## src/include/sbsr_pkg.sv

```systemverilog
// Purpose : shared constants and carriers of the status byte / service request block
// Assumes : one 10 MHz clock, asynchronous active-low reset
// Notes   : command codes are those the upstream command parser presents
package sbsr_pkg;

    // ****************************************************************
    // widths and bit positions
    // ****************************************************************
    localparam int          GRP_W      = 16;
    localparam int          DATA_W     = 16;
    localparam int          DIGITS     = 5;
    localparam int          BIT_ISUM   = 1;
    localparam int          BIT_CSUM   = 2;
    localparam int          BIT_HSUM   = 3;
    localparam int          BIT_MAV    = 4;
    localparam int          BIT_ESB    = 5;
    localparam int          BIT_MSS    = 6;
    localparam int          BIT_ERB    = 7;

    // ****************************************************************
    // reset values and fixed transition filters (1 = positive-going)
    // ****************************************************************
    localparam logic [7:0]  RST_BYTE   = 8'h00;
    localparam logic [15:0] RST_WORD   = 16'h0000;
    localparam logic [7:0]  MASK_KEEP  = 8'hbf;
    localparam logic [15:0] HW_RISE    = 16'hffff;
    localparam logic [15:0] CPL_RISE   = 16'hffff;
    localparam logic [15:0] INS_RISE   = 16'h0000;
    localparam logic [7:0]  ASCII_ZERO = 8'h30;

    // ****************************************************************
    // commands and queries
    // ****************************************************************
    typedef enum logic [4:0] {
        SBSR_CLEAR_STATUS              = 5'h00,
        SBSR_STD_ENABLE_WRITE          = 5'h01,
        SBSR_STD_ENABLE_QUERY          = 5'h02,
        SBSR_STD_EVENT_QUERY           = 5'h03,
        SBSR_SVC_MASK_WRITE            = 5'h04,
        SBSR_SVC_MASK_QUERY            = 5'h05,
        SBSR_SUMMARY_QUERY             = 5'h06,
        SBSR_COUPLING_CONDITION_QUERY  = 5'h07,
        SBSR_COUPLING_ENABLE_COMMAND   = 5'h08,
        SBSR_COUPLING_ENABLE_QUERY     = 5'h09,
        SBSR_COUPLING_EVENT_QUERY      = 5'h0a,
        SBSR_HARDWARE_CONDITION_QUERY  = 5'h0b,
        SBSR_HARDWARE_ENABLE_COMMAND   = 5'h0c,
        SBSR_HARDWARE_ENABLE_QUERY     = 5'h0d,
        SBSR_HARDWARE_EVENT_QUERY      = 5'h0e,
        SBSR_INSTRUMENT_CONDITION_QUERY = 5'h0f,
        SBSR_INSTRUMENT_ENABLE_COMMAND = 5'h10,
        SBSR_INSTRUMENT_ENABLE_QUERY   = 5'h11,
        SBSR_INSTRUMENT_EVENT_QUERY    = 5'h12
    } sbsr_cmd_e;

    typedef struct packed {
        sbsr_cmd_e          code;
        logic [DATA_W-1:0]  data;
    } sbsr_cmd_s;

    typedef struct packed {
        logic               valid;
        logic               last;
        logic [7:0]         char;
    } sbsr_char_s;

endpackage

```

## src/hw/sbsr_nr1_fmt.sv

```systemverilog
// Purpose : turn an unsigned value into nr1 decimal ascii, most significant digit first
// Assumes : value fits DIGITS decimal digits
// Notes   : leading zeros suppressed, zero is sent as a single '0'
module sbsr_nr1_fmt
    import sbsr_pkg::*;
(
    input  wire logic                       clock_i,
    input  wire logic                       rst_n_i,
    input  wire logic                       start_i,
    input  wire logic [sbsr_pkg::DATA_W-1:0] value_i,
    input  wire logic                       char_ready_i,
    output sbsr_pkg::sbsr_char_s            char_o,
    output logic                            busy_o
);
    import sbsr_pkg::*;

    typedef struct packed {
        logic                   active;
        logic [2:0]             idx;
        logic [DIGITS-1:0][3:0] dig;
    } sbsr_fmt_s;

    sbsr_fmt_s s_r;
    sbsr_fmt_s s_nxt;

    // ****************************************************************
    // decimal split
    // ****************************************************************
    function automatic logic [DIGITS-1:0][3:0] to_dec(input logic [DATA_W-1:0] v);
        logic [DIGITS-1:0][3:0] d;
        logic [DATA_W-1:0]      r;
        r = v;
        for (int i = 0; i < DIGITS; i++) begin
            d[i] = 4'(r % 16'd10);
            r    = r / 16'd10;
        end
        return d;
    endfunction

    always_comb begin
        logic [DIGITS-1:0][3:0] d;
        d     = to_dec(value_i);
        s_nxt = s_r;
        if (s_r.active && char_ready_i) begin
            if (s_r.idx == 3'h0) begin
                s_nxt.active = 1'b0;
            end else begin
                s_nxt.idx = s_r.idx - 3'h1;
            end
        end else if (!s_r.active && start_i) begin
            s_nxt.active = 1'b1;
            s_nxt.dig    = d;
            s_nxt.idx    = 3'h0;
            for (int i = 1; i < DIGITS; i++) begin
                if (d[i] != 4'h0) begin
                    s_nxt.idx = 3'(i);
                end
            end
        end
    end

    always_ff @(posedge clock_i or negedge rst_n_i) begin
        if (!rst_n_i) begin
            s_r <= '0;
        end else begin
            s_r <= s_nxt;
        end
    end

    assign busy_o       = s_r.active;
    assign char_o.valid = s_r.active;
    assign char_o.last  = s_r.idx == 3'h0;
    assign char_o.char  = ASCII_ZERO + {4'h0, s_r.dig[s_r.idx]};
endmodule

```

## src/hw/sbsr_status_core.sv

```systemverilog
// Purpose : status byte, service request mask, event groups and service request flag
// Assumes : commands come decoded from the parser; inputs synchronous to clock_i
// Notes   : query answers leave as nr1 ascii characters through the formatter
// Summary of operation
// - bit 6 of the service request mask ignores writes, reads back 0
// - master summary true when status byte AND mask is non-zero
// - bit 7 high exactly while the error queue is non-empty
// - bit 4 high exactly while the output queue holds a byte
// - the summary query clears nothing
// - a new reason for service sets the request flag
// - request flag clears when master summary falls or on a serial poll in a cycle with no new reason
// - the service request line follows the request flag
// - hardware, coupling and instrument groups each have a summary bit
// - standard event summary appears as the esb bit
// - clear-status clears all event registers and empties the error queue
// - standard event enable writable and readable, event register readable
// - each group has condition query, enable write and readback, event query
// - every query answers as an unsigned decimal nr1 number
// - bits 7, 5, 4 error, event, message; bits 1-3 groups; bit 0 unused
// - event bits latch until read or clear-status
// - enable registers survive clear-status and clear at power-on
// - each group event bit has a fixed rising or falling transition filter, standard event inputs latch on level
module sbsr_status_core
    import sbsr_pkg::*;
#(
    parameter int          GW      = sbsr_pkg::GRP_W,
    parameter logic [15:0] HW_POS  = sbsr_pkg::HW_RISE,
    parameter logic [15:0] CPL_POS = sbsr_pkg::CPL_RISE,
    parameter logic [15:0] INS_POS = sbsr_pkg::INS_RISE
)
(
    input  wire logic                  clock_i,
    input  wire logic                  rst_n_i,
    input  wire logic                  cmd_valid_i,
    input  sbsr_pkg::sbsr_cmd_s        cmd_i,
    output logic                       cmd_ready_o,
    input  wire logic [GW-1:0]         hw_cond_i,
    input  wire logic [GW-1:0]         cpl_cond_i,
    input  wire logic [GW-1:0]         ins_cond_i,
    input  wire logic [7:0]            std_event_i,
    input  wire logic                  err_queue_nonempty_i,
    input  wire logic                  out_queue_nonempty_i,
    input  wire logic                  serial_poll_i,
    output logic [7:0]                 poll_byte_o,
    output logic                       poll_valid_o,
    output logic                       srq_o,
    output logic                       err_queue_clear_o,
    input  wire logic                  char_ready_i,
    output sbsr_pkg::sbsr_char_s       char_o
);
    import sbsr_pkg::*;

    if (GW < 1 || GW > 16) begin : g_bad_width
        $error("group width must be 1 to 16");
    end

    typedef struct packed {
        logic [GW-1:0] hw_prev, cpl_prev, ins_prev;
        logic [GW-1:0] hw_ev, cpl_ev, ins_ev;
        logic [GW-1:0] hw_en, cpl_en, ins_en;
        logic [7:0]    std_ev, std_en, svc_mask, mss_vec, poll_byte;
        logic          rqs, poll_valid, err_clr;
    } sbsr_core_s;

    sbsr_core_s           s_r;
    sbsr_core_s           s_nxt;
    logic                 take;
    logic                 fmt_busy;
    logic                 fmt_start;
    logic [DATA_W-1:0]    answer;
    logic [7:0]           stb;
    logic [7:0]           mss_vec;
    logic                 mss;
    logic                 new_reason;

    // ****************************************************************
    // transition filter
    // ****************************************************************
    function automatic logic [GW-1:0] edges(input logic [GW-1:0] cur,
                                            input logic [GW-1:0] prev,
                                            input logic [GW-1:0] pos);
        return (pos & cur & ~prev) | (~pos & ~cur & prev);
    endfunction

    function automatic logic [DATA_W-1:0] widen(input logic [GW-1:0] v);
        return DATA_W'(v);
    endfunction

    // ****************************************************************
    // status byte and service request
    // ****************************************************************
    always_comb begin
        stb            = RST_BYTE;
        stb[BIT_ERB]   = err_queue_nonempty_i;
        stb[BIT_ESB]   = |(s_r.std_ev & s_r.std_en);
        stb[BIT_MAV]   = out_queue_nonempty_i;
        stb[BIT_HSUM]  = |(s_r.hw_ev & s_r.hw_en);
        stb[BIT_CSUM]  = |(s_r.cpl_ev & s_r.cpl_en);
        stb[BIT_ISUM]  = |(s_r.ins_ev & s_r.ins_en);
        mss_vec        = stb & s_r.svc_mask;
        mss            = mss_vec != 8'h00;
        // a bit joining the AND is a new reason, whether the byte or the mask moved
        new_reason     = (mss_vec & ~s_r.mss_vec) != 8'h00;
    end

    assign take        = cmd_valid_i && !fmt_busy;
    assign cmd_ready_o = !fmt_busy;

    // ****************************************************************
    // next state
    // ****************************************************************
    always_comb begin
        logic [GW-1:0] hw_clr, cpl_clr, ins_clr;
        logic [7:0]    std_clr;
        hw_clr    = '0;
        cpl_clr   = '0;
        ins_clr   = '0;
        std_clr   = 8'h00;
        s_nxt     = s_r;
        answer    = '0;
        fmt_start = 1'b0;
        s_nxt.err_clr    = 1'b0;
        s_nxt.poll_valid = 1'b0;
        if (take) begin
            fmt_start = 1'b1;
            case (cmd_i.code)
                SBSR_CLEAR_STATUS: begin
                    fmt_start     = 1'b0;
                    hw_clr        = '1;
                    cpl_clr       = '1;
                    ins_clr       = '1;
                    std_clr       = 8'hff;
                    s_nxt.err_clr = 1'b1;
                end
                SBSR_STD_ENABLE_WRITE: begin
                    fmt_start     = 1'b0;
                    s_nxt.std_en  = cmd_i.data[7:0];
                end
                SBSR_STD_ENABLE_QUERY: answer = {8'h00, s_r.std_en};
                SBSR_STD_EVENT_QUERY: begin
                    answer  = {8'h00, s_r.std_ev};
                    std_clr = 8'hff;
                end
                SBSR_SVC_MASK_WRITE: begin
                    fmt_start      = 1'b0;
                    s_nxt.svc_mask = cmd_i.data[7:0] & MASK_KEEP;
                end
                SBSR_SVC_MASK_QUERY: answer = {8'h00, s_r.svc_mask};
                // mss replaces bit 6 here, nothing is cleared by this read
                SBSR_SUMMARY_QUERY: answer = {8'h00, stb | {1'b0, mss, 6'h00}};
                SBSR_COUPLING_CONDITION_QUERY: answer = widen(cpl_cond_i);
                SBSR_COUPLING_ENABLE_COMMAND: begin
                    fmt_start     = 1'b0;
                    s_nxt.cpl_en  = cmd_i.data[GW-1:0];
                end
                SBSR_COUPLING_ENABLE_QUERY: answer = widen(s_r.cpl_en);
                SBSR_COUPLING_EVENT_QUERY: begin
                    answer  = widen(s_r.cpl_ev);
                    cpl_clr = '1;
                end
                SBSR_HARDWARE_CONDITION_QUERY: answer = widen(hw_cond_i);
                SBSR_HARDWARE_ENABLE_COMMAND: begin
                    fmt_start    = 1'b0;
                    s_nxt.hw_en  = cmd_i.data[GW-1:0];
                end
                SBSR_HARDWARE_ENABLE_QUERY: answer = widen(s_r.hw_en);
                SBSR_HARDWARE_EVENT_QUERY: begin
                    answer = widen(s_r.hw_ev);
                    hw_clr = '1;
                end
                SBSR_INSTRUMENT_CONDITION_QUERY: answer = widen(ins_cond_i);
                SBSR_INSTRUMENT_ENABLE_COMMAND: begin
                    fmt_start    = 1'b0;
                    s_nxt.ins_en = cmd_i.data[GW-1:0];
                end
                SBSR_INSTRUMENT_ENABLE_QUERY: answer = widen(s_r.ins_en);
                SBSR_INSTRUMENT_EVENT_QUERY: begin
                    answer  = widen(s_r.ins_ev);
                    ins_clr = '1;
                end
                default: fmt_start = 1'b0;
            endcase
        end
        // set wins over clear so an edge arriving during a read is kept
        s_nxt.hw_ev  = (s_r.hw_ev & ~hw_clr)
                     | edges(hw_cond_i, s_r.hw_prev, HW_POS[GW-1:0]);
        s_nxt.cpl_ev = (s_r.cpl_ev & ~cpl_clr)
                     | edges(cpl_cond_i, s_r.cpl_prev, CPL_POS[GW-1:0]);
        s_nxt.ins_ev = (s_r.ins_ev & ~ins_clr)
                     | edges(ins_cond_i, s_r.ins_prev, INS_POS[GW-1:0]);
        s_nxt.std_ev = (s_r.std_ev & ~std_clr) | std_event_i;
        s_nxt.hw_prev  = hw_cond_i;
        s_nxt.cpl_prev = cpl_cond_i;
        s_nxt.ins_prev = ins_cond_i;
        s_nxt.mss_vec  = mss_vec;
        if (new_reason) begin
            s_nxt.rqs = 1'b1;
        end else if (!mss || serial_poll_i) begin
            s_nxt.rqs = 1'b0;
        end
        if (serial_poll_i) begin
            s_nxt.poll_byte  = stb | {1'b0, s_r.rqs, 6'h00};
            s_nxt.poll_valid = 1'b1;
        end
    end

    // enables clear only here, at reset, never on clear-status
    always_ff @(posedge clock_i or negedge rst_n_i) begin
        if (!rst_n_i) begin
            s_r <= '0;
        end else begin
            s_r <= s_nxt;
        end
    end

    assign srq_o             = s_r.rqs;
    assign poll_byte_o       = s_r.poll_byte;
    assign poll_valid_o      = s_r.poll_valid;
    assign err_queue_clear_o = s_r.err_clr;

    sbsr_nr1_fmt u_fmt (
        .clock_i      (clock_i),
        .rst_n_i      (rst_n_i),
        .start_i      (fmt_start),
        .value_i      (answer),
        .char_ready_i (char_ready_i),
        .char_o       (char_o),
        .busy_o       (fmt_busy)
    );
endmodule

```

## config.mk

```make
export PLATFORM = sky130hd
export DESIGN_NAME = sbsr_status_core
export DESIGN_NICKNAME = d
export VERILOG_FILES = /design/src/include/sbsr_pkg.sv /design/src/hw/sbsr_nr1_fmt.sv /design/src/hw/sbsr_status_core.sv
export SDC_FILE = /design/constraint.sdc
export NUM_CORES = 1
export LEC_CHECK = 0
export BUFFER_PORTS_ARGS = -buffer_cell sky130_fd_sc_hd__buf_4
export CAP_MARGIN = 20
export CORE_UTILIZATION = 25
export CTS_CLUSTER_DIAMETER = 50
export DETAILED_ROUTE_END_ITERATION = 10
export HOLD_SLACK_MARGIN = 0.15
export PLACE_DENSITY = 0.52
export SETUP_SLACK_MARGIN = 0.2
export SLEW_MARGIN = 15
export SYNTH_ARGS = -nofsm -noshare
export SYNTH_HDL_FRONTEND = slang
export SYNTH_SLANG_ARGS = --single-unit
```

## constraint.sdc

```tcl
create_clock -name clock_i -period 8.19 [get_ports clock_i]
set_clock_uncertainty 0.1 [all_clocks]
set_input_delay 1.2285 -clock clock_i [delete_from_list [all_inputs] [get_ports clock_i]]
set_output_delay 1.2285 -clock clock_i [all_outputs]
set_load 0.01 [all_outputs]
```

==> results of run 1 <==
## layout by cell type, fill, tap and decap left out, types with 21 or more instances in the layout
cell,instances
a22o_1,25
a22oi_1,30
buf_4,661
nand3_1,56
a221oi_1,24
mux2i_1,34
dfrtp_1,207
nor2_1,92
clkbuf_16,23
inv_1,78
buf_6,21
a21oi_1,63
o21ai_0,101
nand2_1,171
nor3_1,35
mux2_2,70
## where the power goes
| part | internal (µW) | switching (µW) |
|---|---|---|
| sequential | 1200 | 150 |
| combinational | 1650 | 1460 |
| clock | 624 | 425 |
## cells by family (layout without fill, tap and decap cells)
kind of cell / Yosys count / count (layout) / share of synthesized area
buf+inv: 182 / 816 / 0.0586
fa+ha+maj: 21 / 21 / 0.0177
other cells: 2 / 6 / 0.000524
xor+xnor: 18 / 18 / 0.0110
compound gates: 520 / 520 / 0.266
simple gates: 540 / 541 / 0.192
flops: 207 / 207 / 0.362
mux: 121 / 121 / 0.0922
## registers in the layout, indices dropped and copies added (netlist names)
| name | cells |
|---|---|
| err_queue_clear_o | 1 |
| poll_valid_o | 1 |
| srq_o | 1 |
| poll_byte_o | 7 |
| u_fmt.s_r | 23 |
| s_r | 173 |
| u_fmt.busy_o | 1 |
## through the flow
step	utilization	total power, µW	hold slack, ps	instance area, µm²
2_1_floorplan	-	2750	300	14500
3_3_place_gp	0.350	4050	303	19800
3_5_place_dp	0.350	4090	307	19800
4_1_cts	0.375	5270	316	21200
5_1_grt	0.389	5860	328	22000
6_report	0.389	5510	316	22000
## metal layers
metal | vias up | track usage
li1 | 7318 | -
met2 | 520 | 0.322
met5 | - | 0
met1 | 7689 | 0.281
met3 | 88 | 0.0365
met4 | 4 | 0.0313
## layout make-up
class                           count  area, µm²
Tap cell                          756        946
Sequential cell                   207       5180
Inverter                           82        310
Multi-Input combinational cell   1226       9330
Clock buffer                       29        618
Antenna cell                        1       2.50
Timing Repair Buffer              697       5470
Clock inverter                      8        119
Fill cell                        5677      34500
## synth_stat cells, drive strengths merged, types with 6 or more instances
cell     instances
nor2b            9
nor2           100
a21o            18
nor4            17
and2            19
a221o            9
xnor2           16
dfrtp          207
mux2            78
ha              17
a22oi           37
inv             82
o22ai           23
o221ai           7
nand2b          18
a31oi           17
a21oi           80
o32ai            6
o31ai           16
buf             64
clkbuf          36
a311oi           7
a211o           11
nor3            46
and3            13
a221oi          28
or3             11
and4             9
a32oi            7
nand2          182
a2111oi          7
o21ai          119
or2             11
mux2i           43
a211oi           8
o211ai          20
nand3           60
a22o            26
o2111ai         12
nand4           20
## final timing paths
| kind | startpoint | to | cells after the start |
|---|---|---|---|
| max in group asynchronous | rst_n_i | poll_byte_o[4] | 2 |
| min in group asynchronous | rst_n_i | s_r[154] | 1 |
| worst min-delay path | s_r[168] | s_r[120] | 1 |
| worst max-delay path | cmd_i[17] | u_fmt.s_r[20] | 44 |
| worst min register to register | s_r[168] | s_r[120] | 1 |
| worst max register to register | s_r[89] | u_fmt.s_r[20] | 40 |
## timing repair
action	CTS	global route
endpoints found under the setup margin	16	17
pin swaps	27	48
buffers inserted	34	23
cloned	1	0
gates resized for setup	83	111
==> results.cfg, run 1 <==
[run_status]
status = complete, but fails checks
violations = negative setup slack

[sta]
finalCriticalPeriod_ps = 9490
period_share = 1.16
setup_tns_ps = -10180
setup_violations = 10
worstMarginPinSlew_ps = 1070
hold_viol = 0
slew_violations = 0
max_freq_mhz = 105
fin_ws_ps = -1300
rsz0062_at_grt = true
slew-limit-headroom = 0.285

[route]
top_layer = met5
drt-initial-drc-count = 1087
dr_wl_met2_um = 26900
ant_nets = 0
dr.pass1.iters = 7
wl_met3_um = 4040
num_vias = 15600
drc = 0
met1_length_um = 27000
wire_per_inst_um = 19.6
vias_per_cell = 5.20
postRouteWirelength_um = 59000

[setup_path]
cpLargestDelayFamily = compound AO/OA/AOI/OAI gates
slowest_delay_ps = 570
startpoint_type = input pin
critical_path_buf_inv_count = 9
endpoint_kind = flip-flop
cp_data_required_time_ps = 8460
worst_ep_arrival_time_ps = 9760
crit_path_top_delay_cell = a2111oi_4
rrSetupSlack_ps = -820
worstSetupPathType = in -> reg
crit_fanout = 11

[placement]
dp_cells = 2910
post-dp-hpwl_um = 45900
dp_slack_ps = -2330
gp_congestion = 0.901
io_buffer_count = 100

[finish]
drive_above_1_share = 0.444
area_growth_pct = 53.4
fin_cells = 3006
finalNetCount = 2337

[synthesis]
ys_types = 118
synthFlopType = dfrtp_1
synth.top_cell.area_share = 0.362
async_flop_share = 1.00
synth_area_um2 = 14300
postSynthCellCount = 1611
yosysTopAreaCell = dfrtp_1
netlist_top_cells_area = dfrtp_1 36%, mux2_2 5.6%, nand2_1 4.7%, o21ai_0 3.7%, mux2i_1 3.0%
synth_seq_cells = 207
yosysWarningCount = 0
avgSynthCellArea_um2 = 8.89
synth-edff-count = 0
ys_seq_area_frac = 0.362

[global_route]
grt_pass1_vias = 15500
overflow = 0
grt_pass1_wl_um = 90600
antenna_found_initial = 3
grt_max_degree = 140
track_usage = 0.200

[die]
die_h_um = 241
start_util = 0.254
row_count = 87
die_area_um2 = 58300
fp.dieW_um = 241
design.core.area_um2 = 56500
ios = 106

[clock_tree]
clk-insertion-delay-late_ps = 520
cts_root_buf = clkbuf_16
hold_buffers = 0
cts_buffers = 22
ctsHtreeMaxLevel = 1
clock_path_buffers = 3
clock-sinks = 207
cts_tree = yes
clk_pin_slew_worst_paths_ps = 60

[job]
cap_violations = 0

[worst_hold_path]
min_path_type = reg -> reg

[power]
power.density_nw_per_um2 = 251
p_leak_uw = 0.0101
vdd_drop_max_v = 0.000209
Power figures use the tool's default switching activity.
==> inputs of run 2 (changes only) <==
Settings changed: BUFFER_PORTS_ARGS -buffer_cell sky130_fd_sc_hd__buf_4 to -buffer_cell sky130_fd_sc_hd__buf_2, SLEW_MARGIN 15 to not set.
==> run 2 against run 1 <==
The flow still finishes with violations (negative setup slack). Global-route usage grew 0.16 points. Wire length increased by 0.39%. Clock power increased by 6%. Via count up 0.46%. Highest routed layer unchanged. Hold slack lost 11 ps. Core utilization grew 0.16 points.
==> results.cfg, run 2 (synthesis gave the netlist of run 1 again) <==
[finish]
area_growth_pct = 54.0
final_util = 0.391
drive_above_1_share = 0.455
fin_area_um2 = 22100
layout_commonest_cell = buf_4
fin_cells = 3035
regMostFlops = s_r
mostFrequentLayoutCells = 586 x buf_4, 207 x dfrtp_1, 173 x nand2_1, 100 x o21ai_0, 95 x buf_2
diodes = 0
finalNetCount = 2364
largest_register_ffs = 173

[global_route]
grt_max_degree = 90
grt_pass1_vias = 15700
antenna_found_initial = 4
grt_pass1_wl_um = 91600
overflow = 0
track_usage = 0.201

[route]
postRouteWirelength_um = 59300
drt-initial-drc-count = 1211
drc = 0
ant_nets = 0
wire_per_inst_um = 19.5
vias_per_cell = 5.17
num_vias = 15700
dr.pass1.iters = 6

[power]
power.density_nw_per_um2 = 251
p_comb_frac = 0.555
vdd_drop_max_v = 0.000177
swShare = 0.370
pwr-share-clk = 0.201
switching_power_uw = 2050
intPower_uw = 3490
p_leak_uw = 0.0103
power_frac_seq = 0.244

[placement]
dp_cells = 2922
placed_cell_area_um2 = 19600
io_buffer_count = 100
post-dp-hpwl_um = 46300
gp_congestion = 0.957

[worst_hold_path]
min_path_type = reg -> reg

[die]
design.core.area_um2 = 56500
die_h_um = 241
ios = 106
row_count = 87
start_util = 0.254
die_area_um2 = 58300
fp.dieW_um = 241

[sta]
slew-limit-headroom = 0.277
hold_viol = 0
setup_tns_ps = -9980
setup_violations = 10
rsz0062_at_grt = true
max_freq_mhz = 106
slew_violations = 0
fin_ws_ps = -1270
worstMarginPinSlew_ps = 1080
period_share = 1.16
hold-worst-slack_ps = 305
finalCriticalPeriod_ps = 9460

[clock_tree]
cts_tree = yes
clock_path_buffers = 3
clock-sinks = 207
cts_root_buf = clkbuf_16
clk_pin_slew_worst_paths_ps = 60
cts_buffers = 22
ctsHtreeMaxLevel = 1
clk-insertion-delay-late_ps = 550

[setup_path]
cp_data_required_time_ps = 8460
endpoint_kind = flip-flop
rrSetupSlack_ps = -820
slowest_delay_ps = 510
crit_path_top_delay_cell = or4b_4
startpoint_type = input pin
worstSetupPathType = in -> reg
crit_fanout = 14
worst_ep_arrival_time_ps = 9730

[run_status]
violations = negative setup slack
status = complete, but fails checks

[job]
cap_violations = 0
run 2: cell types whose count changed in the layout (fill, tap and decap cells not counted), sizes merged:
| cell | delta |
|---|---|
| buf | +25 |
| inv | +3 |
| clkbuf | +2 |
| and2 | -1 |
| bufbuf | +1 |
| diode | -1 |
run 2: area by class of cell:
cell class	count	area (µm²)
Clock inverter	11	165
Clock buffer	29	637
Inverter	82	308
Tap cell	756	946
Sequential cell	207	5180
Timing Repair Buffer	725	5530
Multi-Input combinational cell	1225	9300
Fill cell	5726	34400
run 2: through the flow:
stage | worst slack (ps) | power (µW)
floorplan | -1600 | 2750
global placement | -2060 | 4010
detailed placement | -2230 | 4060
CTS | -1160 | 5260
global route | -1630 | 5900
finish | -1270 | 5540
run 2: worst max-delay path: cells and delay by family:
| family | cells | cell delay, ps |
|---|---|---|
| compound gates | 21 | 4260 |
| fa+ha+maj | 3 | 720 |
| buf+inv | 8 | 1220 |
| mux | 2 | 350 |
| simple gates | 10 | 1930 |
run 2: worst paths after layout:
| check | start | end | cells after the start |
|---|---|---|---|
| min reg2reg | s_r[161] | s_r[113] | 1 |
| min | s_r[161] | s_r[113] | 1 |
| max reg2reg | s_r[89] | u_fmt.s_r[20] | 41 |
| max in group asynchronous | rst_n_i | u_fmt.s_r[21] | 2 |
| min in group asynchronous | rst_n_i | s_r[183] | 1 |
| max | cmd_i[19] | u_fmt.s_r[20] | 44 |
run 2: power groups by stage:
stage	Sequential, µW	Clock (µW)	Combinational [µW]
2_1_floorplan	1310	0	1440
3_3_place_gp	1360	0	2650
3_5_place_dp	1370	0	2690
4_1_cts	1350	1120	2790
5_1_grt	1370	1170	3360
6_report	1350	1110	3080
run 2: repair_timing:
item | CTS | global route
gates resized for setup | 106 | 106
cloned | 2 | 1
hold buffers | 0 | 0
pin swaps | 35 | 44
setup endpoints to repair | 14 | 17
setup buffers | 33 | 37
run 2: routing by layer:
metal | routed length, µm | track usage | vias up
met5 | 52 | 0 | -
met4 | 837 | 0.0280 | 8
met3 | 4090 | 0.0332 | 66
met2 | 26500 | 0.318 | 519
met1 | 27800 | 0.292 | 7735
li1 | - | - | 7363
